<file path="src/verilog/irq_event_pkg.sv">
// package: constants and carrier types for the interrupt and event transfer block
// assumes a single 25 MHz clock domain and no register bus
package irq_event_pkg;
   localparam int          NODE_COUNT     = 16;
   localparam int          CHAN_COUNT     = 8;
   localparam int          NODE_IDX_W     = 4;
   localparam int          CHAN_IDX_W     = 3;
   localparam int          PRIO_W         = 4;
   localparam int          TRAP_W         = 7;
   localparam int          ADDR_W         = 24;
   localparam int          RESPONSE_CLKS  = 8;
   localparam logic [1:0]  EDGE_RISE      = 2'h1;
   localparam logic [1:0]  EDGE_FALL      = 2'h2;
   localparam logic [1:0]  EDGE_BOTH      = 2'h3;
   localparam logic [1:0]  VEC_SHIFT      = 2'h2;
   localparam logic [7:0]  SEG_RESET      = 8'h00;
   localparam logic [15:0] CNT_RESET      = 16'h0000;
   localparam logic [3:0]  PRIO_IDLE      = 4'h0;

   // per node configuration as software programs it
   typedef struct packed {
      logic                  enable;
      logic [PRIO_W-1:0]     prio;
      logic                  use_transfer;
      logic [CHAN_IDX_W-1:0] chan;
      logic [TRAP_W-1:0]     trap;
   } node_cfg_type;

   // per channel configuration
   typedef struct packed {
      logic       word;
      logic       inc_src;
      logic       inc_dst;
      logic       continuous;
   } chan_cfg_type;

   // one memory move request to the core bus
   typedef struct packed {
      logic [ADDR_W-1:0] src;
      logic [ADDR_W-1:0] dst;
      logic              word;
   } move_type;

   typedef enum logic [1:0] {
      ST_IDLE    = 2'b00,
      ST_WAIT    = 2'b01,
      ST_MOVE    = 2'b10,
      ST_VECTOR  = 2'b11
   } ctl_state_type;
endpackage : irq_event_pkg
</file>
<file path="src/verilog/edge_detect.sv">
// edge detector for one fast external input with programmable edge choice
// assumes the input pin is already synchronous to ref_clk_i
`timescale 1ns/1ps
module edge_detect
(
   input  wire logic       ref_clk_i,
   input  wire logic       rst_b_i,
   input  wire logic       pin_i,
   input  wire logic [1:0] edge_sel_i,
   output logic            hit_o
);
   import irq_event_pkg::*;
   logic prev_q;

   // previous pin level
   always_ff @(posedge ref_clk_i)
   begin
      if (!rst_b_i)
         prev_q <= 1'b0;
      else
         prev_q <= pin_i;
   end

   // edge match against the selected polarity
   always_comb
   begin
      hit_o = 1'b0;
      if (edge_sel_i == EDGE_RISE)
         hit_o = pin_i & ~prev_q;
      else if (edge_sel_i == EDGE_FALL)
         hit_o = ~pin_i & prev_q;
      else if (edge_sel_i == EDGE_BOTH)
         hit_o = pin_i ^ prev_q;
   end
endmodule : edge_detect

</file>
<file path="src/verilog/irq_event_ctl.sv">
// interrupt controller with event transfer channels, node request flags and arbitration
// assumes the core acknowledges vectors and grants one bus cycle for a move
`timescale 1ns/1ps
module irq_event_ctl
#(
   parameter int NODES = irq_event_pkg::NODE_COUNT,
   parameter int CHANS = irq_event_pkg::CHAN_COUNT,
   parameter int EXT_INPUTS = 6
)
(
   input  wire logic                                  ref_clk_i,
   input  wire logic                                  rst_b_i,
   input  wire logic [NODES-1:0]                      periph_req_i,
   input  wire logic [EXT_INPUTS-1:0]                 ext_pin_i,
   input  wire logic [2*EXT_INPUTS-1:0]               ext_edge_sel_i,
   input  wire irq_event_pkg::node_cfg_type [NODES-1:0] node_cfg_i,
   input  wire logic [NODES-1:0]                      sw_set_req_i,
   input  wire logic [NODES-1:0]                      sw_clr_req_i,
   input  wire irq_event_pkg::chan_cfg_type [CHANS-1:0] chan_cfg_i,
   input  wire logic [CHANS-1:0]                      chan_load_i,
   input  wire logic [irq_event_pkg::ADDR_W-1:0]      chan_load_src_i,
   input  wire logic [irq_event_pkg::ADDR_W-1:0]      chan_load_dst_i,
   input  wire logic [15:0]                           chan_load_cnt_i,
   input  wire logic                                  seg_load_i,
   input  wire logic [7:0]                            seg_value_i,
   input  wire logic                                  trap_i,
   input  wire logic [irq_event_pkg::TRAP_W-1:0]      trap_num_i,
   input  wire logic [irq_event_pkg::PRIO_W-1:0]      cpu_level_i,
   input  wire logic                                  cpu_ack_i,
   input  wire logic                                  bus_grant_i,
   output logic                                       irq_o,
   output logic [irq_event_pkg::ADDR_W-1:0]           vector_addr_o,
   output logic [irq_event_pkg::PRIO_W-1:0]           irq_level_o,
   output logic                                       move_req_o,
   output irq_event_pkg::move_type                    move_o,
   output logic [NODES-1:0]                           node_req_o,
   output logic [CHANS*16-1:0]                        chan_count_o
);
   import irq_event_pkg::*;

   // ******************************************************
   // parameter checks
   // ******************************************************
   // refuse counts that the fixed node and channel logic cannot serve
   if (NODES != 16 || CHANS != 8 || EXT_INPUTS < 1 || EXT_INPUTS > NODES)
   begin : g_bad_params
      $error("unsupported node or channel count");
   end

   // ******************************************************
   // storage
   // ******************************************************
   logic [NODES-1:0]        req_q;
   logic [7:0]              seg_q;
   logic [ADDR_W-1:0]       src_q [CHANS];
   logic [ADDR_W-1:0]       dst_q [CHANS];
   logic [15:0]             cnt_q [CHANS];
   ctl_state_type           state_q;
   logic [NODE_IDX_W-1:0]   sel_q;
   logic [3:0]              wait_q;
   logic                    trap_pend_q;
   logic [TRAP_W-1:0]       trap_num_q;
   logic [EXT_INPUTS-1:0]   ext_hit;
   logic [NODES-1:0]        set_vec;
   logic                    win_valid;
   logic [NODE_IDX_W-1:0]   win_idx;
   logic [PRIO_W-1:0]       win_prio;
   logic                    start_node;
   logic                    to_zero;
   logic [CHAN_IDX_W-1:0]   cur_chan;

   // vector address from segment and trap number
   function automatic logic [ADDR_W-1:0] vec_addr(input logic [7:0] seg,
                                                   input logic [TRAP_W-1:0] num);
      vec_addr = {seg, 16'({num, 2'b00})};
   endfunction : vec_addr

   // ******************************************************
   // edge detectors for fast inputs
   // ******************************************************
   genvar g;
   generate
      for (g = 0; g < EXT_INPUTS; g++)
      begin : g_ext
         edge_detect u_edge
         (
            .ref_clk_i  (ref_clk_i),
            .rst_b_i    (rst_b_i),
            .pin_i      (ext_pin_i[g]),
            .edge_sel_i (ext_edge_sel_i[2*g +: 2]),
            .hit_o      (ext_hit[g])
         );
      end
   endgenerate

   // request sources merged per node
   always_comb
   begin
      set_vec = periph_req_i | sw_set_req_i;
      set_vec[EXT_INPUTS-1:0] = set_vec[EXT_INPUTS-1:0] | ext_hit;
   end

   // ******************************************************
   // arbitration
   // ******************************************************
   // highest enabled pending priority above the running level wins
   always_comb
   begin
      win_valid = 1'b0;
      win_idx   = '0;
      win_prio  = PRIO_IDLE;
      for (int i = 0; i < NODES; i++)
      begin
         if (req_q[i] && node_cfg_i[i].enable && node_cfg_i[i].prio > cpu_level_i
             && (!win_valid || node_cfg_i[i].prio > win_prio))
         begin
            win_valid = 1'b1;
            win_idx   = NODE_IDX_W'(i);
            win_prio  = node_cfg_i[i].prio;
         end
      end
   end

   assign start_node = (state_q == ST_IDLE) && win_valid && !trap_pend_q;
   assign cur_chan   = node_cfg_i[sel_q].chan;
   assign to_zero    = (cnt_q[cur_chan] == 16'h0001) && !chan_cfg_i[cur_chan].continuous;

   // ******************************************************
   // request flags
   // ******************************************************
   // hardware set wins over clear by service or software
   always_ff @(posedge ref_clk_i)
   begin
      if (!rst_b_i)
         req_q <= '0;
      else
      begin
         for (int i = 0; i < NODES; i++)
         begin
            if (set_vec[i])
               req_q[i] <= 1'b1;
            else if (start_node && win_idx == NODE_IDX_W'(i))
               req_q[i] <= 1'b0;
            else if (sw_clr_req_i[i])
               req_q[i] <= 1'b0;
         end
      end
   end

   // vector segment register
   always_ff @(posedge ref_clk_i)
   begin
      if (!rst_b_i)
         seg_q <= SEG_RESET;
      else if (seg_load_i)
         seg_q <= seg_value_i;
   end

   // pending software trap
   always_ff @(posedge ref_clk_i)
   begin
      if (!rst_b_i)
      begin
         trap_pend_q <= 1'b0;
         trap_num_q  <= '0;
      end
      else if (trap_i)
      begin
         trap_pend_q <= 1'b1;
         trap_num_q  <= trap_num_i;
      end
      else if (state_q == ST_IDLE)
         trap_pend_q <= 1'b0;
   end

   // ******************************************************
   // channel pointers and counters
   // ******************************************************
   always_ff @(posedge ref_clk_i)
   begin
      if (!rst_b_i)
      begin
         for (int c = 0; c < CHANS; c++)
         begin
            src_q[c] <= '0;
            dst_q[c] <= '0;
            cnt_q[c] <= CNT_RESET;
         end
      end
      else
      begin
         for (int c = 0; c < CHANS; c++)
         begin
            if (chan_load_i[c])
            begin
               src_q[c] <= chan_load_src_i;
               dst_q[c] <= chan_load_dst_i;
               cnt_q[c] <= chan_load_cnt_i;
            end
            else if (state_q == ST_MOVE && bus_grant_i && cur_chan == CHAN_IDX_W'(c))
            begin
               if (chan_cfg_i[c].inc_src)
                  src_q[c] <= src_q[c] + (chan_cfg_i[c].word ? ADDR_W'(2) : ADDR_W'(1));
               if (chan_cfg_i[c].inc_dst)
                  dst_q[c] <= dst_q[c] + (chan_cfg_i[c].word ? ADDR_W'(2) : ADDR_W'(1));
               if (!chan_cfg_i[c].continuous && cnt_q[c] != 16'h0000)
                  cnt_q[c] <= cnt_q[c] - 16'h0001;
            end
         end
      end
   end

   // ******************************************************
   // service sequencer
   // ******************************************************
   always_ff @(posedge ref_clk_i)
   begin
      if (!rst_b_i)
      begin
         state_q       <= ST_IDLE;
         sel_q         <= '0;
         wait_q        <= '0;
         irq_o         <= 1'b0;
         vector_addr_o <= '0;
         irq_level_o   <= PRIO_IDLE;
      end
      else
      begin
         unique case (state_q)
            ST_IDLE:
            begin
               wait_q <= '0;
               if (trap_pend_q)
               begin
                  irq_o         <= 1'b1;
                  vector_addr_o <= vec_addr(seg_q, trap_num_q);
                  irq_level_o   <= cpu_level_i;
                  state_q       <= ST_VECTOR;
               end
               else if (win_valid)
               begin
                  sel_q <= win_idx;
                  if (node_cfg_i[win_idx].use_transfer)
                     state_q <= ST_MOVE;
                  else
                  begin
                     irq_o         <= 1'b1;
                     vector_addr_o <= vec_addr(seg_q, node_cfg_i[win_idx].trap);
                     irq_level_o   <= win_prio;
                     state_q       <= ST_VECTOR;
                  end
               end
            end
            ST_MOVE:
            begin
               if (bus_grant_i)
               begin
                  if (to_zero)
                  begin
                     irq_o         <= 1'b1;
                     vector_addr_o <= vec_addr(seg_q, node_cfg_i[sel_q].trap);
                     irq_level_o   <= node_cfg_i[sel_q].prio;
                     state_q       <= ST_VECTOR;
                  end
                  else
                     state_q <= ST_IDLE;
               end
            end
            ST_VECTOR:
            begin
               wait_q <= wait_q + 4'h1;
               if (cpu_ack_i || wait_q == 4'(RESPONSE_CLKS - 2))
               begin
                  irq_o   <= 1'b0; // core takes it or it times out and is dropped
                  state_q <= ST_WAIT;
               end
            end
            ST_WAIT:
               state_q <= ST_IDLE;
         endcase
      end
   end

   // move request towards the core bus, held until granted
   always_comb
   begin
      move_req_o  = (state_q == ST_MOVE);
      move_o.src  = src_q[cur_chan];
      move_o.dst  = dst_q[cur_chan];
      move_o.word = chan_cfg_i[cur_chan].word;
   end

   // status views
   always_comb
   begin
      node_req_o = req_q;
      for (int c = 0; c < CHANS; c++)
         chan_count_o[16*c +: 16] = cnt_q[c];
   end
endmodule : irq_event_ctl

</file>
<file path="config.mk">
export PLATFORM = sky130hd
export DESIGN_NAME = irq_event_ctl
export DESIGN_NICKNAME = d
export VERILOG_FILES = /design/src/verilog/irq_event_pkg.sv /design/src/verilog/edge_detect.sv /design/src/verilog/irq_event_ctl.sv
export SDC_FILE = /design/constraint.sdc
export NUM_CORES = 2
export LEC_CHECK = 0
export BUFFER_PORTS_ARGS = -buffer_cell sky130_fd_sc_hd__buf_2
export CELL_PAD_IN_SITES_DETAIL_PLACEMENT = 2
export CELL_PAD_IN_SITES_GLOBAL_PLACEMENT = 2
export CORE_ASPECT_RATIO = 0.7
export CORE_MARGIN = 1
export CORE_UTILIZATION = 40
export DETAILED_ROUTE_END_ITERATION = 16
export PLACE_DENSITY = 0.94
export SETUP_SLACK_MARGIN = 0.2
export SLEW_MARGIN = 20
export SYNTH_ARGS = -nofsm -noshare
export SYNTH_HDL_FRONTEND = slang
export SYNTH_SLANG_ARGS = --single-unit
export TNS_END_PERCENT = 1
</file>
<file path="constraint.sdc">
create_clock -name ref_clk_i -period 85.4 [get_ports ref_clk_i]
set_clock_uncertainty 0.05 [all_clocks]
set_input_delay 17.08 -clock ref_clk_i [delete_from_list [all_inputs] [get_ports ref_clk_i]]
set_output_delay 17.08 -clock ref_clk_i [all_outputs]
set_load 0.01 [all_outputs]
</file>
Word level (Yosys, flattened, before mapping). Memories as Yosys holds them, arrays and structs flattened. Cells that the tools add are included.

Memory bits (read-only): 0. Latch bits: 0. Output and inout bits: 223. Register bits: 77. RAM bits: 512. Input port bits: 451. Memories kept: 3.

Memory list: dst_q (depth 8, width 24, rd ports 9, clocked after Yosys merged registers in 0, write ports 8, RTL line irq_event_ctl.sv:56) `logic [ADDR_W-1:0] dst_q [CHANS];`; src_q (depth 8, width 24, rd ports 9, clocked after Yosys merged registers in 0, write ports 8, RTL line irq_event_ctl.sv:55) `logic [ADDR_W-1:0] src_q [CHANS];`; cnt_q (depth 8, width 16, rd ports 9, clocked after Yosys merged registers in 0, write ports 8, RTL line irq_event_ctl.sv:57) `logic [15:0] cnt_q [CHANS];`.

Mux-type cells: 349. $add $sub $neg: 25. Order comparisons: 34. Equality and inequality tests: 50. Div/mod/pow operators: 0. Shift operators: 0. Bitwise gates (word level): 81. $mul: 0. Reduce and logical (&&, ||, !) cells: 159.

Operator list (number): $mux 24 (37); $mux 16 (16); $mux 1 (237); $add 24x2->24 (8); $add 24x24->24 (8); $mux 4 (36); $bmux 16 s4 (2); $reduce_bool 16->1 (8); $sub 16x1->16 const B (8); $gt 4x4->1 (31); $logic_and 1x1->1 (83); $reduce_bool 3->1 (17); $or 1x1->1 (48); $pmux 24 s2 (1); $eq 4x4->1 const B (8); $eq 2x2->1 const B (14); $mux 2 (13); $logic_not 1->1 (25); $eq 4x3->1 const B (5); $eq 16x1->1 const B (1); $logic_or 1x1->1 (16); $or 16x16->16 (1); $pmux 4 s2 (2); $mux 15 (1); other kinds (27) (72).

Longest topological paths before layout.
Depth after elaboration: 69. Mapped depth: 150.

By module. A second synthesis with hierarchy kept.

Cell total of the unflattened synthesis: 4633. Area total of the unflattened synthesis: 44296.2 sq um.

By module, submodules not included: irq_event_ctl (cells each 4567, area an instance 43785.7 sq um, seq. area each 16615.9 sq um, times used 1); edge_detect (cells each 11, area an instance 85.1 sq um, seq. area each 20.0 sq um, times used 6).

Worst setup path after synthesis. No wires, ideal clock.

Path type: input-to-reg. Start point: input cpu_level_i[1] in the netlist's numbering. End point: register irq_level_o[3] in the netlist's numbering. Stages: 139. Path slack: 43.523 ns. Arrival time: 41.755 ns. Data required time: 85.278 ns. Path through: inv_1 ha_1 nor2b_2 o211ai_2 a21o_2 nor2_1 ha_1 nand4_1 o21ai_0 a21oi_1 a21oi_1 a22oi_1 ha_1 nor2b_1 o21a_1 nor3_1 o22ai_1 a221o_1 [... 103 more ...] o2111a_1 or2_2 ha_1 nor2b_1 o21ai_0 nand2b_1 a21oi_1 a41o_1 a21oi_1 nor2_1 inv_1 or3_1 nor3_1 a211oi_2 a31oi_4 a211oi_4 buf_6 mux2i_1.

Cells in the longest elaborated chain, start to end: 67. Elaborated cells on any way between the ends: 148.

Ends and longest elaborated chain: start: declaration (RTL line irq_event_ctl.sv:28) `input wire logic [irq_event_pkg::PRIO_W-1:0] cpu_level_i,`; $gt 4x4->1 (RTL line irq_event_ctl.sv:114) `if (req_q[i] && node_cfg_i[i].enable && node_cfg_i[i].prio > cpu_level_i`; $logic_and 1x1->1 (RTL line irq_event_ctl.sv:114); $mux 4 or $mux 1 (tied branches) (RTL line irq_event_ctl.sv:114); $gt 4x4->1 or $logic_not 1->1 (tied branches) (RTL line irq_event_ctl.sv:115) `&& (!win_valid || node_cfg_i[i].prio > win_prio))`; $logic_or 1x1->1 (RTL line irq_event_ctl.sv:115); $logic_and 1x1->1 (RTL line irq_event_ctl.sv:115); $mux 4 or $mux 1 (tied branches) (RTL line irq_event_ctl.sv:114); $gt 4x4->1 or $logic_not 1->1 (tied branches) (RTL line irq_event_ctl.sv:115); [... 51 more ...]; $gt 4x4->1 or $logic_not 1->1 (tied branches) (RTL line irq_event_ctl.sv:115); $logic_or 1x1->1 (RTL line irq_event_ctl.sv:115); $logic_and 1x1->1 (RTL line irq_event_ctl.sv:115); $mux 4 (RTL line irq_event_ctl.sv:114); $bmux 16 s4 or $mux 4 (tied branches) (RTL line irq_event_ctl.sv:243) `if (node_cfg_i[win_idx].use_transfer)`; $mux 11 or $mux 4 (tied branches); $ne 3x3->1 (no line) or $mux 4 (tied branches); $reduce_and 5->1 (no line) or $pmux 4 s2 (tied branches); end signal: assignment (RTL line irq_event_ctl.sv:237) `irq_level_o <= cpu_level_i;`; end signal: assignment (RTL line irq_event_ctl.sv:249) `irq_level_o <= win_prio;`; end signal: assignment (RTL line irq_event_ctl.sv:262) `irq_level_o <= node_cfg_i[sel_q].prio;`; end: declaration (RTL line irq_event_ctl.sv:33) `output logic [irq_event_pkg::PRIO_W-1:0] irq_level_o,`.

Parallel ways exist; a longest one is shown, timed or not. The select of a mux whose other input is x is not followed. A chain may end at the register's enable or synchronous reset.

Final worst setup path.
Start point: input cpu_level_i[1] in the netlist's numbering. End point: register vector_addr_o[19] in the netlist's numbering.

Cells in the longest elaborated chain, start to end: 67. Elaborated cells on any way between the ends: 143.

Ends and longest elaborated chain: $gt 4x4->1 (RTL line irq_event_ctl.sv:114); $logic_and 1x1->1 (RTL line irq_event_ctl.sv:114); $mux 4 or $mux 1 (tied branches) (RTL line irq_event_ctl.sv:114); $gt 4x4->1 or $logic_not 1->1 (tied branches) (RTL line irq_event_ctl.sv:115); $logic_or 1x1->1 (RTL line irq_event_ctl.sv:115); $logic_and 1x1->1 (RTL line irq_event_ctl.sv:115); $mux 4 or $mux 1 (tied branches) (RTL line irq_event_ctl.sv:114); $gt 4x4->1 or $logic_not 1->1 (tied branches) (RTL line irq_event_ctl.sv:115); [... 51 more ...]; $gt 4x4->1 or $logic_not 1->1 (tied branches) (RTL line irq_event_ctl.sv:115); $logic_or 1x1->1 (RTL line irq_event_ctl.sv:115); $logic_and 1x1->1 (RTL line irq_event_ctl.sv:115); $mux 4 (RTL line irq_event_ctl.sv:114); $bmux 16 s4 (RTL line irq_event_ctl.sv:243); $mux 11; $ne 3x3->1 (no line); $reduce_and 5->1 (no line) *; end signal: assignment (RTL line irq_event_ctl.sv:236) `vector_addr_o <= vec_addr(seg_q, trap_num_q);`; end signal: assignment (RTL line irq_event_ctl.sv:248) `vector_addr_o <= vec_addr(seg_q, node_cfg_i[win_idx].trap);`; end signal: assignment (RTL line irq_event_ctl.sv:261) `vector_addr_o <= vec_addr(seg_q, node_cfg_i[sel_q].trap);`; end: declaration (RTL line irq_event_ctl.sv:32) `output logic [irq_event_pkg::ADDR_W-1:0] vector_addr_o,`.

Every way passes the cells marked *; elsewhere a longest branch is shown, timed or not. The select of a mux whose other input is x is not followed.

==> impl_metrics.env <==
export IMPL_synth_most_common_cell="nand2_1"
export IMPL_yosys_top_cells_count="747 x nand2_1, 512 x edfxtp_1, 459 x o21ai_0"
export IMPL_hold_viol=0
export IMPL_pin_count=674
export IMPL_setup_tns_final_ns=0
export IMPL_cp_slowest_cell="a21oi_1"
export IMPL_firstDrtPassIters=8
export IMPL_hold_path_cell_count=2
export IMPL_grt_max_degree=65
export IMPL_first_iter_violations=5830
export IMPL_htree_levels=3
export IMPL_start_util_pct=40.6
export IMPL_grt_pass1_vias=47600
export IMPL_end_kind="flop"
export IMPL_synth_top_area_share_pct=34.7
export IMPL_syn_area_mm2=0.0443
export IMPL_syn_inst=4595
export IMPL_area_delta_synth_final_pct=15.4
export IMPL_wl_per_cell_um=36.3
export IMPL_max_cap_violations=0
export IMPL_rows=101
export IMPL_hold_path_class="reg2reg"
export IMPL_rsz0062_at_grt="no"
export IMPL_crit_buf_inv=11
export IMPL_post_cts_buffers=0
export IMPL_drv_slew=0
export IMPL_ir_worst_vdd_mv=0.0222
export IMPL_max_freq_mhz=21.2
export IMPL_max_slew_worst_pin_slew_ns=1.23
export IMPL_grtUsageTotal_pct=42.0
export IMPL_cp_top_family="compound AO/OA/AOI/OAI gates"
export IMPL_antenna_found_initial=47
export IMPL_yosysUniqueCellTypes=98
export IMPL_power_switching_mw=0.493
export IMPL_combPwrFrac_pct=42.3
export IMPL_pre_cts_slack_ns=37.83
export IMPL_cts_buffer_depth=3
export IMPL_outcome="completed"
export IMPL_synth_area_top_cells="edfxtp_1 35%, mux4_2 8.6%, nand2_1 6.3%, ha_1 5.2%, o21ai_0 5.2%"
export IMPL_finalSetupViolations=0
export IMPL_slew_headroom_pct=17.9
export IMPL_seq_area_frac_synth_pct=37.8
export IMPL_dp_cells=6492
export IMPL_cp_num_cells=137
export IMPL_drc=0
export IMPL_synth_seq_cells=580
export IMPL_fp_dieW_um=400
export IMPL_utilization_pct=46.9
export IMPL_vias=45400
export IMPL_yosysTopAreaCell="edfxtp_1"
export IMPL_cellPowerDensity_mw_per_mm2=23.6
export IMPL_via_per_inst=6.83
export IMPL_overflow=0
export IMPL_final_nets=5773
export IMPL_crit_fanout=40
export IMPL_nFillCells=11600
export IMPL_power_leakage_nw=19.9
export IMPL_swShare_pct=40.8
export IMPL_critical_path_class="in2reg"
export IMPL_ys_flop_type="edfxtp_1"
export IMPL_clk_pin_slew_ns=0.06
export IMPL_cp_required_ns=85.91
export IMPL_grt_pass1_wl_mm=345
export IMPL_clkPwrFrac_pct=26.5
export IMPL_clkLatencyLatePin_ns=0.69
export IMPL_cts_tree="built"
export IMPL_cts_hold_buf=0
export IMPL_post_cts_resize_count=0
export IMPL_cts_sinks=580
export IMPL_place_hpwl_mm=172
export IMPL_cts_root_buf="clkbuf_16"
export IMPL_synth_edff_count=512
export IMPL_antenna_left=0
export IMPL_r2r_cells=133
export IMPL_yosysWarnings=0
export IMPL_io_buffers=664
export IMPL_gp_congestion=1.03
export IMPL_p_seq_share_pct=31.2
export IMPL_critPathMaxStageDelay_ns=0.80
export IMPL_synth_avg_cell_area_um2=9.64
export IMPL_wl_mm=241
export IMPL_internal_power_mw=0.714
export IMPL_cp_arrival_ns=47.78
export IMPL_cts_buffers=68
export IMPL_stdcell_count=6644
export IMPL_critPathLaunchType="input pin"
export IMPL_core_area_mm2=0.109
export IMPL_post_route_period_util_pct=55.4
export IMPL_drive_above_1_share_pct=21.9
export IMPL_die_area_mm2=0.112
export IMPL_setup_ws_ns=38.13
export IMPL_die_height_um=280
export IMPL_power_mw=1.21
export IMPL_synth_async_reset_ratio_pct=0
export IMPL_fin_crit_ns=47.27
## per-layer routing
metal | vias up | share of wire (%) | wire (µm) | global-route usage (%)
met5 | - | 0.095 | 230 | 0
met4 | 34 | 6.4 | 15300 | 21.7
met3 | 947 | 12 | 27900 | 11.9
met2 | 3362 | 44 | 105000 | 63.7
met1 | 23200 | 38 | 92400 | 54.4
li1 | 17900 | - | - | -
## placed cells by master (no fill, tap or decap), drive strengths merged, types with 80 or more instances in the layout
| cell | count |
|---|---|
| o21ai | 463 |
| xnor2 | 210 |
| nor2 | 262 |
| nand2 | 747 |
| inv | 159 |
| a21oi | 117 |
| edfxtp | 512 |
| nand3 | 173 |
| buf | 721 |
| ha | 184 |
| mux2i | 82 |
| mux4 | 169 |
| xor2 | 235 |
| clkbuf | 80 |
| and3 | 102 |
## path summary, 6_finish.rpt
path                         start           endpoint  slack, ns
hold reg to reg   vector_addr_o[2]   vector_addr_o[2]       0.41
setup reg to reg     node_req_o[0]  vector_addr_o[19]      55.29
setup / recovery    cpu_level_i[1]  vector_addr_o[19]      38.13
hold / removal    vector_addr_o[2]   vector_addr_o[2]       0.41
## cell type report
cell class	instances	area, µm²	area share [%]
diodes	26	65.1	0.127
flip-flops and latches	580	16700	32.8
well taps	1442	1800	3.53
clock inverters	45	435	0.852
repair buffers	722	3770	7.37
multi-input cells	3595	25900	50.7
clock buffers	79	1810	3.54
inverters	155	584	1.14
## logic make-up after synthesis
group / share of synthesized area, %
simple gates: 17.8
fa+ha+maj: 5.92
flops: 37.8
buf+inv: 3.98
xor+xnor: 8.80
mux: 12.3
compound gates: 13.4
other cells: 0.00847
## stage by stage
stage | hold WS (ns) | area, µm²
finish | 0.409 | 51100
global route | 0.445 | 51100
CTS | 0.412 | 51000
detailed placement | 0.398 | 48700
global placement | 0.392 | 48700
floorplan | 0.387 | 44300
## worst register-to-register path: cells and delay by family, from the launching register on
| family | cells | cell delay (ns) |
|---|---|---|
| AO/OA/AOI/OAI | 67 | 14.59 |
| AND/OR/NAND/NOR | 32 | 6.18 |
| adder cells (fa/ha/maj) | 15 | 4.17 |
| multiplexers | 10 | 3.39 |
| buffers and inverters | 9 | 1.20 |
| flip-flops | 1 | 0.44 |
## power by group through the flow
stage          Combinational, mW  Clock (mW)  Sequential [mW]
2_1_floorplan              0.306           0            0.364
3_5_place_dp               0.484           0            0.378
6_report                   0.510       0.319            0.377
4_1_cts                    0.495       0.319            0.374
5_1_grt                    0.527       0.328            0.378
3_3_place_gp               0.458           0            0.374
## state kept, by name, summed over array words and instances, names as in the netlist
register	cells
cnt_q	128
dst_q	192
g_ext.u_edge.prev_q	6
irq_level_o	4
irq_o	1
node_req_o	16
seg_q	8
sel_q	4
src_q	192
state_q	2
trap_num_q	7
trap_pend_q	1
vector_addr_o	15
wait_q	4
No activity file was read; power rests on OpenSTA's default activity.
